`src/rtl/rng_pkg.sv`:
```
// shared constants for the random word generator and its bus front end
package rng_pkg;

    // ****************************************
    // generator register port
    // ****************************************
    localparam logic [11:0] STATUS_OFS = 12'h600;
    localparam logic [11:0] RANDOM_OFS = 12'h602;
    localparam int READY_BIT = 18;
    localparam int ON_BIT = 31;
    localparam int ADDR_W = 12;
    localparam int WORD_W = 32;

    // ****************************************
    // generator internals
    // ****************************************
    localparam int LFSR_W = 32;
    localparam int CA_W = 43;
    localparam logic [31:0] LFSR_TAPS = 32'h8020_0003;
    localparam logic [31:0] LFSR_SEED = 32'h0000_0001;
    localparam logic [42:0] CA_SEED = 43'h1;
    localparam logic [42:0] CA_R150 = 43'h800;
    localparam logic [7:0] OSC_A_PERIOD = 8'h06;
    localparam logic [7:0] OSC_B_PERIOD = 8'h0A;
    localparam logic [7:0] FRESH_STEPS = 8'h04;

    // ****************************************
    // front end registers (byte offsets on ahb)
    // ****************************************
    localparam logic [7:0] REG_COUNT = 8'h00;
    localparam logic [7:0] REG_DATA = 8'h04;
    localparam logic [7:0] REG_IRQ_STATUS = 8'h08;
    localparam logic [7:0] REG_IRQ_MASK = 8'h0C;
    localparam logic [7:0] REG_LEVEL = 8'h10;
    localparam int IRQ_DONE_BIT = 0;
    localparam int IRQ_UNDER_BIT = 1;
    localparam int COUNT_W = 16;
    localparam int FIFO_DEPTH = 16;
    localparam int FIFO_AW = 4;
    localparam logic [4:0] LEVEL_FULL = 5'h10;

endpackage

```
`src/rtl/rng_link_if.sv`:
```
// register link between the bus front end and the random word generator
`timescale 1ns/1ps
interface rng_link_if;
    import rng_pkg::*;
    logic [ADDR_W-1:0] addr;
    logic rd;
    logic wr;
    logic [WORD_W-1:0] wdata;
    logic [WORD_W-1:0] rdata;
    logic ack;

    modport device (
        input addr,
        input rd,
        input wr,
        input wdata,
        output rdata,
        output ack
    );

    modport host (
        output addr,
        output rd,
        output wr,
        output wdata,
        input rdata,
        input ack
    );
endinterface

```
`src/rtl/random_word_generator.sv`:
```
// random word generator: oscillator-stepped lfsr and cellular automaton behind a register port
//
// Operation
// - one 32-bit word per random read
// - lfsr and automaton run side by side
// - two free oscillators step the registers
// - read halts oscillators, xor forms word
// - status bit 18 flags word ready
// - early random read stalls until ready
// - status bit 31 shows generator running
// - front end reads only after ready
// - front end pushes words until count zero
// - next read may follow ready directly
// - front end may interrupt when done
// - cpu writes word count first
`timescale 1ns/1ps
module random_word_generator (
    input wire logic hclk,
    input wire logic hresetn,
    rng_link_if.device link,
    output logic gen_active
);
    import rng_pkg::*;

    // ****************************************
    // state
    // ****************************************
    typedef struct packed {
        logic [LFSR_W-1:0] lfsr;
        logic [CA_W-1:0] ca;
        logic [7:0] osc_a;
        logic [7:0] osc_b;
        // one less than the a ticks still owed before a new word may be shown
        logic [7:0] fresh;
        logic ready;
        logic on;
        logic ack;
        logic [WORD_W-1:0] rdata;
    } dev_s;

    localparam dev_s RESET_S = '{
        lfsr: LFSR_SEED,
        ca: CA_SEED,
        osc_a: OSC_A_PERIOD,
        osc_b: OSC_B_PERIOD,
        fresh: FRESH_STEPS,
        ready: 1'b0,
        on: 1'b0,
        ack: 1'b0,
        rdata: '0
    };

    dev_s s;
    dev_s next_s;

    // ****************************************
    // step and mixing functions
    // ****************************************
    // galois form: the bit shifted out folds back in through the taps
    function automatic logic [LFSR_W-1:0] lfsr_step(input logic [LFSR_W-1:0] v);
        logic [LFSR_W-1:0] shifted;
        shifted = v >> 1;
        if (v[0]) begin
            lfsr_step = shifted ^ LFSR_TAPS;
        end else begin
            lfsr_step = shifted;
        end
    endfunction

    // rule 90 everywhere, rule 150 where the mask is set, null edges
    function automatic logic [CA_W-1:0] ca_step(input logic [CA_W-1:0] v);
        logic [CA_W-1:0] left;
        logic [CA_W-1:0] right;
        left = {1'b0, v[CA_W-1:1]};
        right = {v[CA_W-2:0], 1'b0};
        ca_step = left ^ right ^ (v & CA_R150);
    endfunction

    // both automaton ends are folded in, so every cell reaches the word
    function automatic logic [WORD_W-1:0] mix(input logic [LFSR_W-1:0] l, input logic [CA_W-1:0] c);
        logic [WORD_W-1:0] upper;
        logic [WORD_W-1:0] lower;
        upper = c[CA_W-1:CA_W-WORD_W];
        lower = c[WORD_W-1:0];
        mix = l ^ upper ^ lower;
    endfunction

    // a tick is the cycle the count sits at zero
    function automatic logic osc_tick(input logic [7:0] cnt);
        osc_tick = cnt == 8'h00;
    endfunction

    // reload on zero: one tick every reload plus one cycles
    function automatic logic [7:0] osc_next(input logic [7:0] cnt, input logic [7:0] reload);
        if (osc_tick(cnt)) begin
            osc_next = reload;
        end else begin
            osc_next = cnt - 8'h01;
        end
    endfunction

    function automatic logic addr_is(input logic [ADDR_W-1:0] a, input logic [ADDR_W-1:0] ofs);
        addr_is = a == ofs;
    endfunction

    function automatic logic [WORD_W-1:0] status_word(input logic on, input logic ready);
        logic [WORD_W-1:0] w;
        w = '0;
        w[ON_BIT] = on;
        w[READY_BIT] = ready;
        status_word = w;
    endfunction

    // ****************************************
    // next state
    // ****************************************
    logic req;
    logic take;
    logic is_rand;
    logic is_stat;
    logic rd_rand;
    logic halt;
    logic tick_a;
    logic tick_b;
    logic fresh_due;

    always_comb begin
        next_s = s;
        next_s.ack = 1'b0;
        // writes are acked too, so a stray write cannot hang the host
        req = link.rd || link.wr;
        // one request per ack; a held request is not taken twice
        take = req && !s.ack;
        is_rand = addr_is(link.addr, RANDOM_OFS);
        is_stat = addr_is(link.addr, STATUS_OFS);
        rd_rand = take && link.rd && is_rand;
        halt = rd_rand && s.ready;
        tick_a = osc_tick(s.osc_a);
        tick_b = osc_tick(s.osc_b);
        fresh_due = !s.ready && tick_a;

        // limitation: ticks live in the hclk domain, so the rates are fixed
        if (!halt) begin
            next_s.osc_a = osc_next(s.osc_a, OSC_A_PERIOD);
            next_s.osc_b = osc_next(s.osc_b, OSC_B_PERIOD);
            if (tick_a) begin
                next_s.lfsr = lfsr_step(s.lfsr);
            end
            if (tick_b) begin
                next_s.ca = ca_step(s.ca);
            end
            if (fresh_due) begin
                if (s.fresh == 8'h00) begin
                    next_s.ready = 1'b1;
                    next_s.on = 1'b1;
                end else begin
                    next_s.fresh = s.fresh - 8'h01;
                end
            end
        end

        // an early random read is not taken; rd stays up and is seen again
        if (rd_rand) begin
            // no ack while not ready, host holds
            if (s.ready) begin
                next_s.rdata = mix(s.lfsr, s.ca);
                next_s.ack = 1'b1;
                next_s.ready = 1'b0;
                next_s.fresh = FRESH_STEPS;
            end
        end else if (take) begin
            next_s.ack = 1'b1;
            // unmapped reads answer zero rather than stall
            next_s.rdata = (link.rd && is_stat) ? status_word(s.on, s.ready) : '0;
        end
    end

    // ****************************************
    // registers
    // ****************************************
    // seeds are nonzero: an all-zero lfsr would never leave zero
    always_ff @(posedge hclk or negedge hresetn) begin
        if (!hresetn) begin
            s <= RESET_S;
        end else begin
            s <= next_s;
        end
    end

    // ****************************************
    // outputs
    // ****************************************
    assign link.ack = s.ack;
    assign link.rdata = s.rdata;
    // never falls again: nothing here powers the generator down
    assign gen_active = s.on;

endmodule

```
`src/flat_wrapper.sv`:
```
// flat-port wrapper written by rule: the top's interface ports become plain ports
module random_word_generator_flat import rng_pkg::*;
  (hclk, hresetn, gen_active, link_addr, link_rd, link_wr, link_wdata, link_rdata, link_ack);
  rng_link_if link_i ();
  input wire logic hclk;
  input wire logic hresetn;
  output logic gen_active;
  input wire logic [$bits(link_i.addr)-1:0] link_addr;
  input wire logic [$bits(link_i.rd)-1:0] link_rd;
  input wire logic [$bits(link_i.wr)-1:0] link_wr;
  input wire logic [$bits(link_i.wdata)-1:0] link_wdata;
  output wire logic [$bits(link_i.rdata)-1:0] link_rdata;
  output wire logic [$bits(link_i.ack)-1:0] link_ack;
  assign link_i.addr = link_addr;
  assign link_i.rd = link_rd;
  assign link_i.wr = link_wr;
  assign link_i.wdata = link_wdata;
  assign link_rdata = link_i.rdata;
  assign link_ack = link_i.ack;
  random_word_generator u_core (.hclk(hclk), .hresetn(hresetn), .link(link_i), .gen_active(gen_active));
endmodule
```
`config.mk`:
```
export PLATFORM = sky130hd
export DESIGN_NAME = random_word_generator_flat
export DESIGN_NICKNAME = d
export VERILOG_FILES = /design/src/rtl/rng_pkg.sv /design/src/rtl/rng_link_if.sv /design/src/rtl/random_word_generator.sv /design/src/flat_wrapper.sv
export SDC_FILE = /design/constraint.sdc
export NUM_CORES = 1
export LEC_CHECK = 0
export ABC_CLOCK_PERIOD_IN_PS = 2700
export BUFFER_PORTS_ARGS = -buffer_cell sky130_fd_sc_hd__buf_2
export CORE_UTILIZATION = 41
export DETAILED_ROUTE_END_ITERATION = 10
export GPL_TIMING_DRIVEN = 0
export PLACE_DENSITY = 0.68
export SLEW_MARGIN = 40
export SYNTH_ARGS = -nofsm -noshare
export SYNTH_HDL_FRONTEND = slang
export SYNTH_SLANG_ARGS = --single-unit
```
`constraint.sdc`:
```
create_clock -name hclk -period 2.7 [get_ports hclk]
set_clock_uncertainty 0.05 [all_clocks]
set_input_delay 0.27 -clock hclk [delete_from_list [all_inputs] [get_ports hclk]]
set_output_delay 0.27 -clock hclk [all_outputs]
set_load 0.02 [all_outputs]
```
==> results of run 1 <==
## state kept, by name, summed over array words and instances (netlist names)
register	cells
u_core.gen_active	1
u_core.link.ack	1
u_core.s	100
u_core.link.rdata	32
## synth_stat cells, drive strengths merged (2+ instances only)
cell and instances:
nor4b 3, inv 11, nand3 10, nor3 4
xnor2 65, and3 3, nand4 5, o21ai 3
buf 47, nand2 6, ha 6, dfstp 7
a211oi 2, or4b 2, clkbuf 26, nor2 23
xor2 50, mux2 83, or4 4, a22o 31
or3 3, dfrtp 127, a21oi 6, nor4 10
## power groups by stage
| stage | registers (W) | logic, W | clock network [W] |
|---|---|---|---|
| CTS | 0.00230 | 0.000553 | 0.00244 |
| finish | 0.00231 | 0.000554 | 0.00240 |
| global route | 0.00234 | 0.000623 | 0.00252 |
| global placement | 0.00232 | 0.000509 | 0 |
| detailed placement | 0.00233 | 0.000549 | 0 |
| floorplan | 0.00230 | 0.000398 | 0 |
## what timing repair did
item / 4_1_cts / 5_1_grt
hold endpoints to repair: 63 / 0
hold buffers: 1 / 0
buffers inserted: 0 / 0
## metrics by stage
step / std cells / power (W)
finish: 856 / 0.00527
CTS: 856 / 0.00529
floorplan: 553 / 0.00270
detailed placement: 823 / 0.00288
global placement: 822 / 0.00283
global route: 856 / 0.00548
## area by class of cell
cell class	instances	area [µm²]	share of cell area
repair buffers	51	293	0.0362
well taps	220	275	0.0340
plain buffers	73	475	0.0588
clock buffers	22	454	0.0561
inverters	11	41.3	0.00510
multi-input cells	335	3030	0.375
clock inverters	10	154	0.0190
flip-flops and latches	134	3360	0.416
## kinds of logic (layout without fill, tap and decap cells)
group | count (synthesis) | count (layout) | share of synthesized area
AO/OA/AOI/OAI | 49 | 49 | 0.0568
XOR/XNOR | 115 | 115 | 0.146
adder cells (fa/ha/maj) | 6 | 6 | 0.0109
buffers and inverters | 84 | 167 | 0.0749
flip-flops | 134 | 134 | 0.487
multiplexers | 83 | 83 | 0.152
AND/OR/NAND/NOR | 82 | 82 | 0.0722
## worst paths after layout
kind / startpoint / end / slack (ns) / cells past startpoint
worst max-delay path: u_core.s[51] / u_core.s[133] / 0.24 / 7
worst min-delay path: link_addr[1] / u_core.s[34] / 0.14 / 3
worst max register to register: u_core.s[51] / u_core.s[133] / 0.24 / 7
worst min register to register: u_core.gen_active / u_core.gen_active / 0.42 / 2
max in group asynchronous: hresetn / u_core.s[46] / 1.51 / 3
min in group asynchronous: hresetn / u_core.link.rdata[21] / 0.34 / 2
## metal layers
layer  part of all wire  wire length, µm  GRT usage
met5                  0                0          0
met4              0.016              206     0.0711
met3              0.016              216     0.0266
met2               0.50             6710      0.274
met1               0.46             6150      0.213
## worst reg2reg max path, delay by kind of cell (launching register included)
kind	cells	cell delay [ns]
simple gates	3	1.03
flops	1	0.41
buf+inv	2	0.31
mux	1	0.31
fa+ha+maj	1	0.24
==> metrics.txt, run 1 <==
power per standard cell area 651 nW/µm²; Diodes inserted 0; PostCTS Resize Cnt 0; Post-synth ARST share 1.00; starting density of the core 0.417; CP Data Required Time 2.95 ns; slowest CP cell or4b_4; CP bufs+invs 2; Post-Layout Inst Area 8090 µm²; first-pass GRT wire length 22700 µm; total number of vias 4221; core area 16500 µm²; syn_area_per_cell 12.5 µm²; Filler cells 1457; cts bufs inserted 17; LEAKAGE 4.08 nW; Syn. warnings 0; Comb pwr share 0.105; critical path cell sequence inv_1 -> ha_1 -> or4b_4 -> or2_4 -> nor2_8 -> buf_12 -> mux2_4; clk_lat worst skew 0.41 ns; Sw Pwr 0.00128 W; starting DRC count in detailed routing 193; Post-Route WL 13300 µm; area share of the leading cell type in the synthesized netlist 0.461; Fmax 406 MHz; clk slew on worst S/H paths 0.06 ns; Pre-antenna DRT Iters 6; Rows 47; Yosys cell types 49; Total GRT Usage 0.165; Max H-tree Level 4; most frequent cells in the layout dfrtp_1 (127), xnor2_1 (65), buf_2 (53), mux2_2 (53), xor2_1 (50); Post-Synthesis Cells 553; register bit total from synthesis 134; share of cells above drive strength 1 0.352; # IOs 82; Setup WS post-layout 0.240 ns; Post-synth EDFFs 0; largest net degree at the start of global routing 69; max-cap violations 0; Hold Crit Class primary input to register; Clock Tree Buf Depth 2; Synth-to-Final Area Change 17.3%; dpl hpwl 9210 µm; vias in the first global route 4458; CTS tree done; CP Class register to register; Clk pwr share 0.455; P_int 0.00398 W; chip height 132 µm; port bufs 49; nets 677; Mapped Nets 607; sequential share of power 0.439; post-place setup slack 0.294 ns; most common cell after layout, fill and taps aside dfrtp_1; ANT nets after route 0; Synth area leader dfrtp_1; delay-heaviest family, CP simple AND/OR/NAND/NOR gates; Final Max Tran Viols 0; Final min period 2.46 ns; Worst EP arrival 2.71 ns; die area 17300 µm²; worst rel slew slack 0.602; setup TNS 0 ns; CTS sink count 134; sequential area share after synthesis 0.487; VDD IR-drop max 0.426 mV; status finished, final reports clean; share of the core filled with cells 0.490; max incr delay on CP 0.54 ns; vias per std cell 4.93; crit path launch type register; WL per Instance 15.5 µm; DRC errors left 0; Critical Path Sink Type register; period utilisation layout 0.911; Mapped Area 6900 µm²; final setup violation count 0; Cell Area, Placed 7460 µm²; main flop type after synthesis dfrtp_1; Hold Slack 0.145 ns; CP max FO 10; Worst-Margin Slew 0.592 ns; GP Congestion 0.783; die boundary width 132 µm; Root Driver clkbuf_16; final hold violations 0; initial antenna violation count 0; Remaining Overflow, GRT 0; Switching Share 0.243; unrepaired setup endpoints after global routing false; Area contributors post-synth dfrtp_1 (46%), mux2_2 (8.7%), xnor2_1 (8.3%), mux2_4 (6.5%), xor2_1 (6.3%)
Power figures use the tool's default switching activity.
==> run 2: changes to the inputs <==
Settings changed: CAP_MARGIN from default to 20, CORE_UTILIZATION 41 to 35, PLACE_DENSITY 0.68 to 0.61.
==> run 2 against run 1 <==
  * Via count fell by 0.97%
  * Worst hold slack got worse by 0.015 ns
  * Routed wire length rose by 1.1%
  * Fmax rose by 0.11%
  * Power fell by 0.45%
  * Clock power barely moved
  * Count of clock-buffer cells in the layout fell by 4
  * Global-route usage fell by 1.9 points
  * Non-clock buffer count did not move
  * Sequential power barely moved
  * Critical path type unchanged
  * Largest cell class unchanged
==> metrics.txt, run 2 (synthesis results as in run 1) <==
critical path cell sequence inv_1 -> ha_1 -> or4b_4 -> or2_4 -> nor2_8 -> buf_12 -> mux2_4 (unchanged); unrepaired setup endpoints after global routing false (unchanged); PostCTS Resize Cnt 0 (unchanged); die area 20300 µm² (was 17300 µm²); vias per std cell 4.67 (was 4.93); Post-Layout Inst Area 8130 µm² (was 8090 µm²); Final Max Tran Viols 0 (unchanged); largest net degree at the start of global routing 77 (was 69); most frequent cells in the layout dfrtp_1 (127), xnor2_1 (65), buf_2 (53), mux2_2 (53), xor2_1 (50) (unchanged); CP Class register to register (unchanged); Root Driver clkbuf_16 (unchanged); fin cells 896 (was 856); Biggest register u_core.s (unchanged); VDD IR-drop max 0.374 mV (was 0.426 mV); Filler cells 1816 (was 1457); setup TNS 0 ns (unchanged); Pre-antenna DRT Iters 6 (unchanged); total number of vias 4180 (was 4221); dpl cells 863 (was 823); port bufs 49 (unchanged); post-CTS setup buffers 0 (unchanged); CTS sink count 134 (unchanged); Sw Pwr 0.00134 W (was 0.00128 W); die boundary width 142 µm (was 132 µm); cells on worst reg2reg path 7 (unchanged); Diodes inserted 0 (unchanged); Critical Path Sink Type register (unchanged); core area 19000 µm² (was 16500 µm²); max-cap violations 0 (unchanged); starting DRC count in detailed routing 186 (was 193); Switching Share 0.256 (was 0.243); status finished, final reports clean (unchanged); Rows 50 (was 47); Max H-tree Level 4 (unchanged); most common cell after layout, fill and taps aside dfrtp_1 (unchanged); Worst-Margin Slew 0.774 ns (was 0.592 ns); clk slew on worst S/H paths 0.06 ns (about the same); Clock Tree Buf Depth 2 (unchanged); max incr delay on CP 0.54 ns (about the same); cell depth of the worst hold path 3 (unchanged); Cell Area, Placed 7510 µm² (was 7460 µm²); final setup violation count 0 (unchanged); Post-Route WL 13400 µm (was 13300 µm); power per standard cell area 645 nW/µm² (was 651 nW/µm²); Clk pwr share 0.454 (was 0.455); cts bufs inserted 17 (unchanged); CP Data Required Time 2.95 ns (about the same); starting density of the core 0.363 (was 0.417); CP max FO 10 (unchanged); sequential share of power 0.440 (was 0.439); P_int 0.00390 W (was 0.00398 W); chip height 142 µm (was 132 µm); crit path launch type register (unchanged); ANT nets after route 0 (unchanged); Fmax 407 MHz (was 406 MHz); Worst EP arrival 2.71 ns (about the same); dpl hpwl 9500 µm (was 9210 µm); CTS tree done (unchanged); max reg flops 100 (unchanged); nets 677 (unchanged); Total GRT Usage 0.146 (was 0.165); clk_lat worst skew 0.42 ns (was 0.41 ns); # IOs 82 (unchanged); GP Congestion 0.731 (was 0.783); final hold violations 0 (unchanged); Synth-to-Final Area Change 17.9% (was 17.3%); LEAKAGE 4.07 nW (was 4.08 nW); WL per Instance 15.0 µm (was 15.5 µm); first-pass GRT wire length 22600 µm (was 22700 µm); R2R setup slack 0.24 ns (about the same); initial antenna violation count 0 (unchanged); Remaining Overflow, GRT 0 (unchanged); Final min period 2.46 ns (about the same); period utilisation layout 0.910 (was 0.911); Hold-fix buffers, CTS 1 (unchanged); Comb pwr share 0.106 (was 0.105); worst rel slew slack 0.483 (was 0.602); Hold Slack 0.129 ns (was 0.145 ns); Hold Crit Class primary input to register (unchanged); share of cells above drive strength 1 0.358 (was 0.352); DRC errors left 0 (unchanged); vias in the first global route 4473 (was 4458); Total Power 0.00524 W (was 0.00527 W); slowest CP cell or4b_4 (unchanged)
-- run 2: changes by cell type in the layout (fill, tap and decap cells not counted), moves of 3 or more --
cell	change
clkinvlp_4	+5
clkbuf_1	-4
inv_6	+4
clkinv_2	-3
-- run 2: final timing paths --
path                                     end               from
setup / recovery               u_core.s[108]       u_core.s[51]
hold / removal                  u_core.s[34]       link_addr[1]
setup reg to reg               u_core.s[108]       u_core.s[51]
hold reg to reg            u_core.gen_active  u_core.gen_active
max in group asynchronous       u_core.s[52]            hresetn
min in group asynchronous       u_core.s[78]            hresetn
-- run 2: power by group through the flow --
stage	clock [W]	combinational (W)	sequential (W)
2_1_floorplan	0	0.000398	0.00230
3_3_place_gp	0	0.000510	0.00232
4_1_cts	0.00244	0.000561	0.00230
3_5_place_dp	0	0.000555	0.00233
5_1_grt	0.00253	0.000623	0.00233
6_report	0.00238	0.000555	0.00231
-- run 2: per-layer routing --
metal  routed length [µm]  track usage  vias to the layer above
met5                    0            0                        -
met1                 6220        0.181                     2102
met4                  161       0.0645                        0
li1                     -            -                     2005
met2                 6680        0.243                       60
met3                  358       0.0296                       13
-- run 2: final cells by class --
| class | count | area [µm²] | area share |
|---|---|---|---|
| clock inverter | 14 | 173 | 0.0212 |
| inverter | 11 | 41.3 | 0.00508 |
| timing repair buffer | 51 | 293 | 0.0360 |
| tap | 260 | 325 | 0.0400 |
| sequential | 134 | 3360 | 0.413 |
| clock buffer | 18 | 439 | 0.0540 |
| buffer | 73 | 475 | 0.0585 |
| multi-input combinational | 335 | 3030 | 0.372 |
-- run 2: critical path: cells and delay by family, from the launching register on --
| kind | cells | cell delay [ns] |
|---|---|---|
| AND/OR/NAND/NOR | 3 | 1.02 |
| flip-flops | 1 | 0.41 |
| multiplexers | 1 | 0.31 |
| adder cells (fa/ha/maj) | 1 | 0.24 |
| buffers and inverters | 2 | 0.29 |
-- run 2: stage by stage --
step | utilization | worst slack [ns]
after floorplan | - | 0.478
after global placement | 0.393 | -0.517
after detailed placement | 0.395 | 0.263
after CTS | 0.427 | 0.256
after global routing | 0.428 | 0.150
final | 0.428 | 0.243
